`config.mk`:
```
export PLATFORM = sky130hd
export DESIGN_NAME = iowd_top
export DESIGN_NICKNAME = d
export VERILOG_FILES = /design/src/design/iowd_top.v /design/src/design/iowd_buf2.v
export VERILOG_INCLUDE_DIRS = /design/src /design/src/common
export SDC_FILE = /design/constraint.sdc
export NUM_CORES = 1
export LEC_CHECK = 0
export ABC_AREA = 1
export BUFFER_PORTS_ARGS = -buffer_cell sky130_fd_sc_hd__buf_2
export CAP_MARGIN = 20
export CORE_ASPECT_RATIO = 0.5
export CORE_MARGIN = 1.5
export CORE_UTILIZATION = 60
export DETAILED_ROUTE_END_ITERATION = 8
export GPL_ROUTABILITY_DRIVEN = 0
export PLACE_DENSITY = 0.91
export SYNTH_ARGS = -nofsm -noshare
export SYNTH_HDL_FRONTEND = slang
export SYNTH_SLANG_ARGS = --single-unit
```
`constraint.sdc`:
```
create_clock -name clk_i -period 5.9 [get_ports clk_i]
set_input_delay 1.18 -clock clk_i [delete_from_list [all_inputs] [get_ports clk_i]]
set_output_delay 1.18 -clock clk_i [all_outputs]
set_load 0.02 [all_outputs]
```
`src/common/iowd_defines.vh`:
```
`ifndef IOWD_DEFINES_VH
`define IOWD_DEFINES_VH

// user signal bank
`define IOWD_NUM_USER      16
// serial defaults
`define IOWD_CLK_HZ        40000000
`define IOWD_BAUD_MAX      9600
`define IOWD_BAUD_DIV_DEF  16'h0104
`define IOWD_DIV_W         16
// watchdog interval defaults, in clock cycles
`define IOWD_WD_W          32
`define IOWD_WARN_DEF      32'h0100_0000
`define IOWD_TOUT_DEF      32'h0200_0000
`define IOWD_RBT_DEF       32'h0400_0000
// reboot pulse length, cycles
`define IOWD_RBT_PULSE     16'h0010

`endif

```
`src/design/iowd_top.v`:
```
`include "iowd_defines.vh"
`timescale 1ns/10ps
`default_nettype none
module iowd_top #(
  parameter NU    = `IOWD_NUM_USER,
  parameter DIV_W = `IOWD_DIV_W,
  parameter WD_W  = `IOWD_WD_W
) (
  // clock and reset
  input  wire             clk_i,
  input  wire             srst_i,
  // user signals
  input  wire [NU-1:0]    usr_dir_i,
  input  wire [NU-1:0]    usr_out_i,
  input  wire [NU-1:0]    usr_ie_i,
  input  wire [NU-1:0]    usr_clr_i,
  input  wire [NU-1:0]    usr_pin_i,
  output reg  [NU-1:0]    usr_pin_o,
  output reg  [NU-1:0]    usr_pin_oe_n_o,
  output reg  [NU-1:0]    usr_in_o,
  output reg  [NU-1:0]    usr_flag_o,
  output reg              usr_irq_o,
  // serial control
  input  wire [DIV_W-1:0] baud_div_i,
  input  wire [7:0]       tx_data_i,
  input  wire             tx_valid_i,
  output wire             tx_ready_o,
  output reg  [7:0]       rx_data_o,
  output reg              rx_valid_o,
  input  wire             rx_ready_i,
  output reg              rx_err_o,
  // line
  input  wire             line_rx_i,
  output reg              line_tx_o,
  output reg              line_de_o,
  // watchdog
  input  wire             wd_en_i,
  input  wire             wd_kick_i,
  input  wire             wd_host_up_i,
  input  wire [WD_W-1:0]  wd_warn_iv_i,
  input  wire [WD_W-1:0]  wd_tout_iv_i,
  input  wire [WD_W-1:0]  wd_rbt_iv_i,
  input  wire             wd_warn_clr_i,
  output reg              wd_warn_irq_o,
  output reg              wd_reboot_o,
  output reg              wd_in_reboot_o
);
  // user bank
  reg [NU-1:0] prev_r;
  genvar g;
  generate
    for (g = 0; g < NU; g = g + 1)
    begin : g_usr
      always @(posedge clk_i)
      begin
        if (srst_i)
        begin
          usr_pin_o[g]      <= 1'b0;
          usr_pin_oe_n_o[g] <= 1'b1;
          usr_in_o[g]       <= usr_pin_i[g]; // track pin: no false edge at release
          prev_r[g]         <= usr_pin_i[g];
          usr_flag_o[g]     <= 1'b0;
        end
        else
        begin
          usr_pin_o[g]      <= usr_out_i[g];
          usr_pin_oe_n_o[g] <= ~usr_dir_i[g];
          usr_in_o[g]       <= usr_pin_i[g];
          prev_r[g]         <= usr_in_o[g];
          // set wins over clear
          if (!usr_dir_i[g] && usr_ie_i[g] && (usr_in_o[g] != prev_r[g]))
            usr_flag_o[g] <= 1'b1;
          else if (usr_clr_i[g])
            usr_flag_o[g] <= 1'b0;
        end
      end
    end
  endgenerate

  always @(posedge clk_i)
  begin
    if (srst_i)
      usr_irq_o <= 1'b0;
    else
      usr_irq_o <= |usr_flag_o;
  end

  // serial: tx buffered, half duplex
  wire [7:0] tb_data;
  wire       tb_valid;
  reg        tb_pop;
  iowd_buf2 #(
    .W (8)
  ) u_txbuf (
    .clk_i       (clk_i),
    .srst_i      (srst_i),
    .in_data_i   (tx_data_i),
    .in_valid_i  (tx_valid_i),
    .in_ready_o  (tx_ready_o),
    .out_data_o  (tb_data),
    .out_valid_o (tb_valid),
    .out_ready_i (tb_pop)
  );

  localparam S_IDLE = 2'd0;
  localparam S_TX   = 2'd1;
  localparam S_RX   = 2'd2;
  reg [1:0]       st_r;
  reg [DIV_W-1:0] bcnt_r;
  reg [3:0]       bit_r;
  reg [9:0]       sh_r;
  reg             rx1_r;
  reg             rx2_r;
  wire [DIV_W-1:0] div_m1 = (baud_div_i == {DIV_W{1'b0}}) ? {DIV_W{1'b0}}
                                                           : baud_div_i - 1'b1;
  wire            tick = (bcnt_r == {DIV_W{1'b0}});

  always @(posedge clk_i)
  begin
    if (srst_i)
    begin
      st_r       <= S_IDLE;
      bcnt_r     <= {DIV_W{1'b0}};
      bit_r      <= 4'd0;
      sh_r       <= 10'h3ff;
      rx1_r      <= 1'b1;
      rx2_r      <= 1'b1;
      line_tx_o  <= 1'b1;
      line_de_o  <= 1'b0;
      rx_data_o  <= 8'h00;
      rx_valid_o <= 1'b0;
      rx_err_o   <= 1'b0;
      tb_pop     <= 1'b0;
    end
    else
    begin
      rx1_r  <= line_rx_i;
      rx2_r  <= rx1_r;
      tb_pop <= 1'b0;
      if (rx_valid_o && rx_ready_i)
        rx_valid_o <= 1'b0;
      bcnt_r <= tick ? div_m1 : bcnt_r - 1'b1;
      case (st_r)
        S_IDLE:
        begin
          line_de_o <= 1'b0;
          line_tx_o <= 1'b1;
          if (!rx2_r)
          begin
            st_r   <= S_RX;
            bcnt_r <= {1'b0, div_m1[DIV_W-1:1]};
            bit_r  <= 4'd0;
          end
          else if (tb_valid && !tb_pop)
          begin
            st_r      <= S_TX;
            sh_r      <= {1'b1, tb_data, 1'b0};
            tb_pop    <= 1'b1;
            bit_r     <= 4'd0;
            bcnt_r    <= div_m1;
            line_de_o <= 1'b1;
            line_tx_o <= 1'b0;
          end
        end
        S_TX:
        begin
          if (tick)
          begin
            if (bit_r == 4'd9)
            begin
              st_r      <= S_IDLE;
              line_de_o <= 1'b0;
            end
            else
            begin
              bit_r     <= bit_r + 4'd1;
              line_tx_o <= sh_r[bit_r + 4'd1];
            end
          end
        end
        S_RX:
        begin
          if (tick)
          begin
            bcnt_r <= div_m1;
            if (bit_r == 4'd0 && rx2_r)
              st_r <= S_IDLE;
            else if (bit_r == 4'd9)
            begin
              st_r <= S_IDLE;
              if (!rx_valid_o || rx_ready_i)
              begin
                rx_data_o  <= sh_r[8:1];
                rx_valid_o <= 1'b1;
              end
              rx_err_o <= ~rx2_r;
            end
            else
            begin
              bit_r       <= bit_r + 4'd1;
              sh_r[bit_r] <= rx2_r;
            end
          end
        end
        default:
          st_r <= S_IDLE;
      endcase
    end
  end

  // watchdog
  reg [WD_W-1:0] warn_r;
  reg [WD_W-1:0] tout_r;
  reg [WD_W-1:0] rbt_r;
  reg [15:0]     pulse_r;
  reg            warned_r;

  always @(posedge clk_i)
  begin
    if (srst_i || !wd_en_i)
    begin
      warn_r         <= `IOWD_WARN_DEF;
      tout_r         <= `IOWD_TOUT_DEF;
      rbt_r          <= `IOWD_RBT_DEF;
      pulse_r        <= 16'h0000;
      warned_r       <= 1'b0;
      wd_warn_irq_o  <= 1'b0;
      wd_reboot_o    <= 1'b0;
      wd_in_reboot_o <= 1'b0;
    end
    else
    begin
      wd_reboot_o <= (pulse_r != 16'h0000);
      if (pulse_r != 16'h0000)
        pulse_r <= pulse_r - 16'h0001;
      if (wd_in_reboot_o)
      begin
        if (wd_host_up_i)
        begin
          wd_in_reboot_o <= 1'b0;
          warn_r         <= wd_warn_iv_i;
          tout_r         <= wd_tout_iv_i;
          warned_r       <= 1'b0;
        end
        else if (rbt_r == {WD_W{1'b0}})
        begin
          pulse_r <= `IOWD_RBT_PULSE;
          rbt_r   <= wd_rbt_iv_i;
        end
        else
          rbt_r <= rbt_r - 1'b1;
      end
      else if (wd_kick_i)
      begin
        warn_r   <= wd_warn_iv_i;
        tout_r   <= wd_tout_iv_i;
        warned_r <= 1'b0;
      end
      else
      begin
        if (warn_r != {WD_W{1'b0}})
          warn_r <= warn_r - 1'b1;
        else if (!warned_r)
        begin
          warned_r      <= 1'b1;
          wd_warn_irq_o <= 1'b1;
        end
        if (tout_r == {WD_W{1'b0}})
        begin
          pulse_r        <= `IOWD_RBT_PULSE;
          wd_in_reboot_o <= 1'b1;
          rbt_r          <= wd_rbt_iv_i;
        end
        else
          tout_r <= tout_r - 1'b1;
      end
      if (wd_warn_clr_i && !(warn_r == {WD_W{1'b0}} && !warned_r))
        wd_warn_irq_o <= 1'b0;
    end
  end
endmodule // iowd_top
`default_nettype wire

```
`src/design/iowd_buf2.v`:
```
`timescale 1ns/10ps
`default_nettype none
// two-entry skid buffer
module iowd_buf2 #(
  parameter W = 8
) (
  // clock and reset
  input  wire         clk_i,
  input  wire         srst_i,
  // fill side
  input  wire [W-1:0] in_data_i,
  input  wire         in_valid_i,
  output wire         in_ready_o,
  // drain side
  output wire [W-1:0] out_data_o,
  output wire         out_valid_o,
  input  wire         out_ready_i
);
  reg [W-1:0] mem_r [0:1];
  reg         wp_r;
  reg         rp_r;
  reg [1:0]   cnt_r;
  reg [1:0]   cnt_nxt;
  reg         rdy_r;
  reg         vld_r;
  wire        push = in_valid_i && rdy_r;
  wire        pop  = out_ready_i && vld_r;

  // handshake flags kept in flops so the ports come straight from registers
  assign in_ready_o  = rdy_r;
  assign out_valid_o = vld_r;
  assign out_data_o  = mem_r[rp_r];

  always @*
  begin
    cnt_nxt = cnt_r;
    if (push && !pop)
      cnt_nxt = cnt_r + 2'd1;
    else if (pop && !push)
      cnt_nxt = cnt_r - 2'd1;
  end

  always @(posedge clk_i)
  begin
    if (srst_i)
    begin
      wp_r  <= 1'b0;
      rp_r  <= 1'b0;
      cnt_r <= 2'd0;
      rdy_r <= 1'b1;
      vld_r <= 1'b0;
    end
    else
    begin
      if (push)
      begin
        mem_r[wp_r] <= in_data_i;
        wp_r        <= ~wp_r;
      end
      if (pop)
        rp_r <= ~rp_r;
      cnt_r <= cnt_nxt;
      rdy_r <= (cnt_nxt != 2'd2);
      vld_r <= (cnt_nxt != 2'd0);
    end
  end
endmodule // iowd_buf2
`default_nettype wire

```
==> qor.txt, run 1 <==
Status: finished, final reports clean
Most common cell after layout, fill and taps aside: nand2_1
Crit Reg-Reg Startpoint: wd_in_reboot_o$_SDFF_PP0_
M1 GR Usage: 0.4032
Post-Layout Cell Count: 2,930
CP required: 6360 ps
Post-synth design cell area: 0.01509 mm^2
Die Y: 115.1 um
Routing usage on met3: 0.04651
Clock Path Buffers: 3
Sw power: 2.299 mW
Syn_nets: 2,545
Most frequent cells in the layout: nand2_1 (638), nor2_1 (398), buf_2 (289)
Max Cap Viol: 0
Crit path max fanout: 62
Setup Viol. Count Final: 0
Core area: 0.02432 mm^2
Die Footprint: 0.02617 mm^2
Sw frac: 0.3820
Worst path max stage delay: 870 ps
Worst Setup Start Kind: input port
CTS sink count: 267
Final hold violation count: 0
Initial core utilization: 0.6203
Number of register bits inferred by synthesis: 267
Clock share of power: 0.268
Post-synth top area share: 0.3330
Yosys cell types: 57
Worst Setup SP: srst_i
R2r setup slk: 2920 ps
Fin Setup TNS: 0 ps
EDFF count, synth: 16
Worst min-delay path class: register to register
Final nets: 2,799
Crit path max-delay cell type: nand3_1
Skew final: 14.98 ps
Sequential share of power: 0.371
Met2 Usage GRT: 0.5321
WP data arrival: 4630 ps
Grt ovf: 0
Htree depth: 1
FF-to-FF path depth: 8
Gates resized, CTS repair: 0
Cts-stage hold buffer count: 0
Fmax: 239.8 MHz
# port buffers: 289
End of the critical path: rbt_r[16]$_SDFFE_PP0P_
Remaining antenna violation count after routing: 0
Via count: 15,760
Worst VDD drop: 0.0002130 V
Cells after Synth: 2,319
CP endpoint kind: register
Post-DR vias/cell: 5.379
DRC errors left: 0
Io pins: 290
Average size of a mapped cell: 6.506 um^2
Slew Limit Headroom: 0.3042
Final HPWL DP: 29,690 um
Minimum clock period: 4170 ps
YS warnings: 0
DR pass1 iterations: 5
Ys flop type: dfxtp_1
Core Rows: 40
Root Buffer: clkbuf_16
First-pass GRT wire length: 66,860 um
Vias in the first global route: 14,384
Dominant cells by area after synthesis: dfxtp_1 (33%), nand2_1 (16%), nor2_1 (9.9%)
Clock transition at path regs: 60 ps
Sequential element share of the synthesized area: 0.3649
RSZ-0062 raised after global routing: false
Chip Width: 227.3 um
GRT Util Overall: 0.3098
PD cells: 345.1 mW/mm^2
TritonCTS Buffers: 25
Most used routing layer: met2
Kind of critical path: input port to register
Logic pwr share: 0.361
DRT iter0 DRCs: 1,463
Final wirelength: 40,860 um
Worst-skew pair later-pin latency: 530 ps
Share of cells above drive strength 1: 0.1683
Largest net degree at the start of global routing: 76
Antenna violations before repair: 4
CTS tree: yes
Internal power: 3.718 mW
WL/cell: 13.95 um
Cells along the critical path: buf_2, inv_2, buf_4, nand2_1, buf_4, inv_2, nand3_1, inv_2, nand2_1, nand2_1
Leak pwr: 8.858 nW
Slew Limit Fails: 0
Reg2reg end: rbt_r[16]$_SDFFE_PP0P_
Synthesis-to-layout area growth: 15.56%
Crit share post-route: 0.7068
Placed cell count: 2,881
Postcts setup bufs: 0
Worst slew pin tran: 1037 ps
Synth area leader: dfxtp_1
Async set or reset register ratio after synthesis: 0
[critical path: cells and delay by family]
| kind | cells | cell delay [ps] |
|---|---|---|
| buf+inv | 6 | 2200 |
| simple gates | 4 | 1220 |
[cells in the mapped netlist, types with 16 or more instances]
cell        n
xor2_1     42
dfxtp_1   251
o21ai_0   126
nand4_1    45
edfxtp_1   16
buf_2      16
clkbuf_1   38
inv_1     250
nor2_1    398
or2_2      30
ha_1       17
o22ai_1    24
nand3_1   183
nor3_1     18
a21oi_1    68
nand2_1   638
[how the worst min path moves through the flow]
| stage | start | end | slack (ps) | cells past startpoint |
|---|---|---|---|---|
| CTS | rx1_r$_SDFF_PP1_ | rx2_r$_SDFF_PP1_ | 420 | 1 |
| global placement | rx1_r$_SDFF_PP1_ | rx2_r$_SDFF_PP1_ | 400 | 1 |
| floorplan | rx1_r$_SDFF_PP1_ | rx2_r$_SDFF_PP1_ | 390 | 1 |
| global route | rx1_r$_SDFF_PP1_ | rx2_r$_SDFF_PP1_ | 430 | 1 |
| finish | rx1_r$_SDFF_PP1_ | rx2_r$_SDFF_PP1_ | 430 | 1 |
| detailed placement | rx1_r$_SDFF_PP1_ | rx2_r$_SDFF_PP1_ | 400 | 1 |
[logic make-up (layout without fill, tap and decap cells)]
logic type	count (synthesis)	count (layout)	share of synthesized area
buf+inv	329	601	0.09122
fa+ha+maj	17	17	0.01410
other cells	0	3	0
simple gates	1368	1368	0.3866
xor+xnor	56	56	0.03251
flops	267	267	0.3649
compound gates	282	282	0.1107
[state kept, by name (all words and copies together) (netlist names), 16 cells and up, named ones only]
signal	count
tout_r	32
usr_flag_o	16
u_txbuf.mem_r	16
warn_r	32
rbt_r	32
usr_pin_oe_n_o	16
pulse_r	16
bcnt_r	16
usr_in_o	16
prev_r	16
usr_pin_o	16
[cell type report]
cell class                      instances  area, um^2
Inverter                              260       989.7
Multi-Input combinational cell       1723        8207
Fill cell                            2038        6887
Sequential cell                       267        5505
Tap cell                              336       420.4
Timing Repair Buffer                  296        1499
Antenna cell                            3       7.507
Clock inverter                         11       98.84
Clock buffer                           34       709.4
[power by group through the flow]
| stage | Sequential, mW | Combinational [mW] | Clock (mW) |
|---|---|---|---|
| CTS | 2.22 | 2.15 | 1.63 |
| global placement | 2.25 | 2.07 | 0 |
| floorplan | 2.24 | 1.65 | 0 |
| detailed placement | 2.26 | 2.12 | 0 |
| finish | 2.23 | 2.17 | 1.61 |
| global route | 2.25 | 2.51 | 1.71 |
[through the flow]
| stage | util | instance area, um^2 | hold WS, ps | setup slack [ps] | total power [mW] |
|---|---|---|---|---|---|
| floorplan | - | 15090 | 389.5 | 3358 | 3.899 |
| global placement | 0.6830 | 16610 | 400.0 | 1399 | 4.324 |
| detailed placement | 0.6830 | 16610 | 402.0 | 1323 | 4.380 |
| CTS | 0.7163 | 17420 | 420.4 | 1756 | 6.004 |
| global route | 0.7169 | 17440 | 432.9 | 1405 | 6.470 |
| finish | 0.7169 | 17440 | 426.0 | 1730 | 6.017 |
[layer usage]
| metal | wire length [um] | part of all wire |
|---|---|---|
| met1 | 17410 | 0.43 |
| met2 | 19240 | 0.47 |
| met3 | 3062 | 0.075 |
| met4 | 1126 | 0.028 |
| met5 | 17 | 0.00042 |
Note: power is estimated with default switching activity, not from simulation.
==> inputs of run 2 (changes only) <==
- ABC_AREA: 1 -> 0
- CORE_UTILIZATION: 60 -> 50
- PLACE_DENSITY: 0.91 -> 0.82
- clock period: 5.9 -> 3.6 ns (I/O delays scaled with it)
==> run 2 against run 1 <==
Against the previous run:
- worst hold slack worse by 140 ps
- via count is 22% lower
- first-iteration DRC count is 32% lower
- clock-buffer cell count is 1 lower
- utilization is 10 points lower
- synthesized cell count is 35% lower
- cell area is 9.9% lower
==> qor.txt, run 2 <==
Status: finished, final reports clean
Sw power: 2.958 mW (+29%)
R2r setup slk: 680 ps (-2240 ps)
Most common cell after layout, fill and taps aside: buf_2
Final HPWL DP: 25,110 um (-15%)
Sw frac: 0.3292 (-0.05281)
Crit path top cell by count: o21ai_0
Average size of a mapped cell: 8.754 um^2 (+35%)
Sequential share of power: 0.397 (+0.026)
Crit share post-route: 0.8120
Worst slew pin tran: 989.5 ps (-47.75 ps)
Die Footprint: 0.02734 mm^2 (+4.5%)
Syn_nets: 1,728 (-32%)
Top cells by count, synth: dfxtp_1 (251), nor2_1 (147), nand2_1 (122)
DRC errors left: 0 (unchanged)
Fmax: 342.1 MHz
Minimum clock period: 2923 ps
# port buffers: 289 (unchanged)
Max Cap Viol: 0 (unchanged)
Post-synth design cell area: 0.01315 mm^2 (-13%)
Clock transition at path regs: 70 ps (about the same)
Remaining antenna violation count after routing: 0 (unchanged)
Initial core utilization: 0.5157 (-0.1046)
Worst path max stage delay: 560 ps (-310 ps)
Crit Reg-Reg Startpoint: bit_r[0]$_SDFFE_PP0P_
Postcts setup bufs: 0 (unchanged)
Slew Limit Fails: 0 (unchanged)
Fin Setup TNS: 0 ps (unchanged)
Dominant cells by area after synthesis: dfxtp_1 (38%), nor2_1 (4.2%), a21oi_1 (4.1%)
GRT Util Overall: 0.2537 (-0.05614)
Die Y: 117.7 um (+2.2%)
DR pass1 iterations: 7 (+2)
WP data arrival: 3350 ps (-1280 ps)
Async set or reset register ratio after synthesis: 0 (unchanged)
RSZ-0062 raised after global routing: false
Clock share of power: 0.316 (+0.048)
Hold Path Origin: usr_pin_i[12]
Gates resized, CTS repair: 0 (unchanged)
Root Buffer: clkbuf_16
Final wirelength: 35,890 um (-12%)
Post-synth top area share: 0.3821 (+0.04912)
Yosys cell types: 81 (+42%)
CP endpoint kind: register
Biggest registers after layout: rbt_r: 32 flops, tout_r: 32 flops, warn_r: 32 flops
CTS sink count: 267 (unchanged)
Sequential element share of the synthesized area: 0.4187 (+0.05382)
Antenna violations before repair: 8 (+4)
Ys flop type: dfxtp_1
Setup Viol. Count Final: 0 (unchanged)
# fillers: 2,225 (+9.2%)
WL/cell: 16.84 um (+21%)
Share of cells above drive strength 1: 0.2361 (+0.06781)
Logic pwr share: 0.286 (-0.075)
Slew Limit Headroom: 0.3359 (+0.03168)
Cts-stage hold buffer count: 0 (unchanged)
CTS tree: yes
First-pass GRT wire length: 57,550 um (-14%)
Worst Setup SP: bit_r[0]$_SDFFE_PP0P_
Chip Width: 232.3 um (+2.2%)
Leak pwr: 6.346 nW (-28%)
Final nets: 1,986 (-29%)
Synthesis-to-layout area growth: 19.50%
Internal power: 6.027 mW (+62%)
Worst min-delay path class: input port to register
YS warnings: 0 (unchanged)
DRT iter0 DRCs: 993 (-32%)
CP required: 4020 ps (-2340 ps)
Worst Setup Start Kind: register
Skew final: 12.19 ps (-2.789 ps)
Most frequent cells in the layout: buf_2 (289), dfxtp_1 (251), nor2_1 (145)
Clock Path Buffers: 3 (unchanged)
Io pins: 290 (unchanged)
Synth area leader: dfxtp_1
Htree depth: 1 (unchanged)
Delay-heaviest family, CP: compound AO/OA/AOI/OAI gates
Crit path max-delay cell type: o21ai_1
Worst VDD drop: 0.0004628 V (+120%)
Crit path max fanout: 15 (-76%)
Worst-skew pair later-pin latency: 540 ps (about the same)
Cells after Synth: 1,502 (-35%)
Core Rows: 41 (+2.5%)
PD cells: 571.9 mW/mm^2 (+66%)
Finished Core Util: 0.6163 (-0.1006)
Kind of critical path: register to register
Crit path buf inv count: 1 (-5)
Vias in the first global route: 11,683 (-19%)
Largest net degree at the start of global routing: 68 (-11%)
Post-DR vias/cell: 5.783 (+7.5%)
Via count: 12,324 (-22%)
Cells along the critical path: inv_1, ha_1, or3b_2, o21ai_0, o21ai_0, o21ai_1, o21ai_0, o311ai_0
Final hold violation count: 0 (unchanged)
Cell with the most instances after synthesis: dfxtp_1
Grt ovf: 0 (unchanged)
Core area: 0.02550 mm^2 (+4.8%)
Number of register bits inferred by synthesis: 267 (unchanged)
EDFF count, synth: 16 (unchanged)
TritonCTS Buffers: 25 (unchanged)
[run 2: changes by cell type after synthesis, sizes merged, moves of 28 or more]
| cell | previous run | this run |
|---|---|---|
| a21oi | 82 | 110 |
| inv | 257 | 32 |
| mux2i | 0 | 49 |
| nand2 | 653 | 122 |
| nand2b | 0 | 39 |
| nand3 | 187 | 27 |
| nand4 | 45 | 12 |
| nor2 | 413 | 147 |
| nor2b | 0 | 31 |
| nor3 | 22 | 58 |
| nor4 | 4 | 41 |
| o21ai | 132 | 98 |
[run 2: final cells by class]
class | count | area (um^2) | share of cell area
diodes | 8 | 20.02 | 0.001274
repair buffers | 313 | 1627 | 0.1035
well taps | 344 | 430.4 | 0.02739
clock buffers | 33 | 706.9 | 0.04499
inverters | 32 | 120.1 | 0.007645
flip-flops and latches | 267 | 5505 | 0.3504
multi-input cells | 1121 | 7131 | 0.4538
clock inverters | 13 | 172.7 | 0.01099
[run 2: cell families (layout without fill, tap and decap cells)]
kind of cell | Yosys count | after routing | synth area share
DFF | 267 | 267 | 0.4187
xor gates and xnor gates | 57 | 57 | 0.03797
muxes | 70 | 70 | 0.05700
adders and majority gates | 17 | 17 | 0.01618
buffers and inverters | 114 | 391 | 0.03987
and+or+nand+nor | 565 | 565 | 0.2262
AOI/OAI and AO/OA | 412 | 412 | 0.2041
other | 0 | 8 | 0
[run 2: worst paths after layout]
kind                     endpoint  cells after the start
min          usr_in_o[12]$_DFF_P_                      1
max reg2reg  sh_r[6]$_SDFFE_PP1P_                      8
max          sh_r[6]$_SDFFE_PP1P_                      8
min reg2reg      rx2_r$_SDFF_PP1_                      1
[run 2: worst reg2reg max path: stages (launching register included)]
cell and delay [ps]:
dfxtp_1 420, inv_1 150, ha_1 240, or3b_2 520, o21ai_0 290, o21ai_0 160
o21ai_1 560, o21ai_0 280, o311ai_0 180
[run 2: power groups by stage]
stage | sequential [mW] | combinational [mW] | clock, mW
after CTS | 3.57 | 2.55 | 2.88
final | 3.57 | 2.57 | 2.84
after global placement | 3.62 | 2.49 | 0
after floorplan | 3.63 | 1.90 | 0
after detailed placement | 3.63 | 2.52 | 0
after global routing | 3.61 | 2.86 | 3.00
[run 2: stage by stage]
| stage | setup slack, ps | power [mW] | hold WS [ps] | cells | area [um^2] |
|---|---|---|---|---|---|
| floorplan | 1011 | 5.529 | 389.5 | 1502 | 13150 |
| global placement | 570.7 | 6.113 | 402.8 | 2075 | 14800 |
| detailed placement | 514.1 | 6.150 | 415.2 | 2075 | 14800 |
| CTS | 729.7 | 8.997 | 256.7 | 2121 | 15680 |
| global route | 501.2 | 9.469 | 263.8 | 2130 | 15710 |
| finish | 676.8 | 8.986 | 281.6 | 2131 | 15710 |
[run 2: per-layer routing]
metal | vias up | global-route usage | share of wire
met5 | - | 0 | 0
met1 | 5814 | 0.3137 | 0.43
met4 | 0 | 0.08888 | 0.030
li1 | 6072 | - | -
met2 | 358 | 0.4425 | 0.49
met3 | 80 | 0.04433 | 0.053
==> inputs of run 3 (changes only) <==
- CORE_UTILIZATION: 50 -> 55
- PLACE_DENSITY: 0.82 -> 0.86
- clock period: 3.6 -> 3.01 ns (I/O delays scaled with it)
==> run 3 against run 2 <==
Against the previous run:
- sequential power increased by 20%
- final cell count decreased by 1.6%
- die area fell by 8.9%
==> qor.txt, run 3 (synthesis gave the netlist of run 2 again) <==
CTS sink count: 267 (unchanged)
Clock transition at path regs: 70 ps (about the same)
CP endpoint kind: register
Gates resized, CTS repair: 0 (unchanged)
RSZ-0062 raised after global routing: false
Clock share of power: 0.311 (-0.005)
Max layer used: met4
End of the critical path: tout_r[15]$_SDFFE_PP0P_
R2r setup slk: 230 ps (-440 ps)
Die Footprint: 0.02490 mm^2 (-8.9%)
DRC errors left: 0 (unchanged)
Sw frac: 0.3299 (+0.0006215)
Largest net degree at the start of global routing: 123 (+81%)
Root Buffer: clkbuf_16
Max Cap Viol: 0 (unchanged)
Skew final: 9.693 ps (-2.497 ps)
Kind of critical path: register to register
DP Worst Slack: 168.2 ps (-345.9 ps)
Slew Limit Headroom: 0.3137 (-0.02223)
Htree depth: 1 (unchanged)
PD cells: 681.7 mW/mm^2 (+19%)
# fillers: 1,846 (-17%)
Met3 WL: 2620 um (+38%)
Crit share post-route: 0.9229 (+0.1109)
Io pins: 290 (unchanged)
Share of cells above drive strength 1: 0.2422 (+0.006082)
Via count: 12,622 (+2.4%)
Setup ws final: 232.0 ps (-444.9 ps)
Minimum clock period: 2778 ps (-145.1 ps)
TritonCTS Buffers: 24 (-4.0%)
CP required: 3470 ps (-550 ps)
FF-to-FF path depth: 8 (unchanged)
Setup Viol. Count Final: 0 (unchanged)
Crit Reg-Reg Startpoint: tout_r[25]$_SDFFE_PP1P_
Worst Setup Start Kind: register
Crit path max fanout: 26 (+11)
Antenna violations before repair: 1 (-7)
Final HPWL DP: 25,870 um (+3.0%)
Postcts setup bufs: 0 (unchanged)
Biggest registers after layout: rbt_r: 32 flops, tout_r: 32 flops, warn_r: 32 flops
Logic pwr share: 0.292 (+0.006)
First-pass GRT wire length: 59,000 um (+2.5%)
Status: finished, final reports clean
Final wirelength: 36,850 um (+2.7%)
Met2 wire length: 17,400 um (-0.72%)
Final hold violation count: 0 (unchanged)
Worst-skew pair later-pin latency: 540 ps (about the same)
Fin Hold WS: 175.6 ps (-106.0 ps)
WP data arrival: 3240 ps (-110 ps)
Fmax: 360.0 MHz (+5.2%)
GRT Util Overall: 0.2864 (+0.03273)
Fin Setup TNS: 0 ps (unchanged)
Grt ovf: 0 (unchanged)
DRT iter0 DRCs: 1,315 (+32%)
Remaining antenna violation count after routing: 0 (unchanged)
Internal power: 7.208 mW (+20%)
Worst Setup SP: tout_r[25]$_SDFFE_PP1P_
Leak pwr: 6.417 nW (+1.1%)
Register area: 0.005505 mm^2 (unchanged)
Met1 Wirelength: 15,640 um (+1.7%)
CTS tree: yes
Die Y: 112.3 um (-4.5%)
Slew Limit Fails: 0 (unchanged)
Sequential share of power: 0.397 (about the same)
Area of the multi-input gates: 0.007131 mm^2 (unchanged)
DR pass1 iterations: 8 (+1)
Chip Width: 221.7 um (-4.6%)
Core area: 0.02313 mm^2 (-9.3%)
Vias in the first global route: 11,839 (+1.3%)
Post-DR vias/cell: 6.022 (+4.1%)
WL/cell: 17.58 um (+4.4%)
Worst min-delay path class: input port to register
Cts-stage hold buffer count: 0 (unchanged)
Worst VDD drop: 0.0005381 V (+16%)
Worst slew pin tran: 1028 ps (+38.88 ps)
Initial core utilization: 0.5685 (+0.05276)
Clock Path Buffers: 3 (unchanged)
Reg2reg end: tout_r[15]$_SDFFE_PP0P_
Sw power: 3.548 mW (+20%)
Synthesis-to-layout area growth: 19.99%
Most frequent cells in the layout: buf_2 (288), dfxtp_1 (251), nor2_1 (145)
# port buffers: 289 (unchanged)
Final nets: 1,996 (+0.50%)
Most common cell after layout, fill and taps aside: buf_2
Core Rows: 39 (-4.9%)
[run 3: cell count changes in the layout (fill, tap and decap cells not counted), sizes merged]
| cell | before | now |
|---|---|---|
| buf | 313 | 324 |
| diode | 8 | 1 |
| clkbuf | 33 | 29 |
| clkinvlp | 1 | 3 |
| clkinv | 7 | 6 |
| inv | 34 | 35 |
[run 3: layer usage]
| metal | vias up | global-route usage |
|---|---|---|
| met5 | - | 0 |
| met4 | 0 | 0.09954 |
| met3 | 84 | 0.05000 |
| met2 | 549 | 0.4818 |
| met1 | 5917 | 0.3745 |
| li1 | 6072 | - |
[run 3: power by group through the flow]
stage	clock (mW)	combinational [mW]	sequential, mW
floorplan	0	2.27	4.34
global placement	0	3.02	4.32
detailed placement	0	3.08	4.34
CTS	3.40	3.10	4.26
global route	3.56	3.45	4.31
finish	3.35	3.14	4.27
[run 3: final cells by class]
type / instances / share of cell area
Clock buffer: 29 / 0.04385
Tap cell: 307 / 0.02435
Multi-Input combinational cell: 1121 / 0.4519
Clock inverter: 15 / 0.01102
Timing Repair Buffer: 324 / 0.1121
Inverter: 32 / 0.007613
Antenna cell: 1 / 0.0001586
Sequential cell: 267 / 0.3489
[run 3: worst min path at each step]
| stage | startpoint | end | slack (ps) | depth (start not counted) |
|---|---|---|---|---|
| after CTS | usr_pin_i[6] | usr_in_o[6]$_DFF_P_ | 150 | 1 |
| after detailed placement | rx1_r$_SDFF_PP1_ | rx2_r$_SDFF_PP1_ | 410 | 1 |
| final | usr_pin_i[6] | usr_in_o[6]$_DFF_P_ | 180 | 1 |
| after global placement | rx1_r$_SDFF_PP1_ | rx2_r$_SDFF_PP1_ | 390 | 1 |
| after global routing | usr_pin_i[6] | usr_in_o[6]$_DFF_P_ | 150 | 1 |
| after floorplan | rx1_r$_SDFF_PP1_ | rx2_r$_SDFF_PP1_ | 390 | 1 |
[run 3: worst max-delay path, cell delays in order (launching register included)]
cell	delay (ps)
dfxtp_1	370
or3_1	500
nor4_1	430
a41o_2	370
buf_4	170
nand2_1	80
inv_2	440
o21ai_0	180
o22ai_1	160
[run 3: metrics by stage]
step	std cells	cell area [um^2]	utilization	total power, mW
detailed placement	2050	14880	0.6434	7.412
CTS	2094	15750	0.6808	10.76
global placement	2050	14880	0.6434	7.335
finish	2096	15780	0.6821	10.76
global route	2096	15780	0.6821	11.32
floorplan	1502	13150	-	6.612
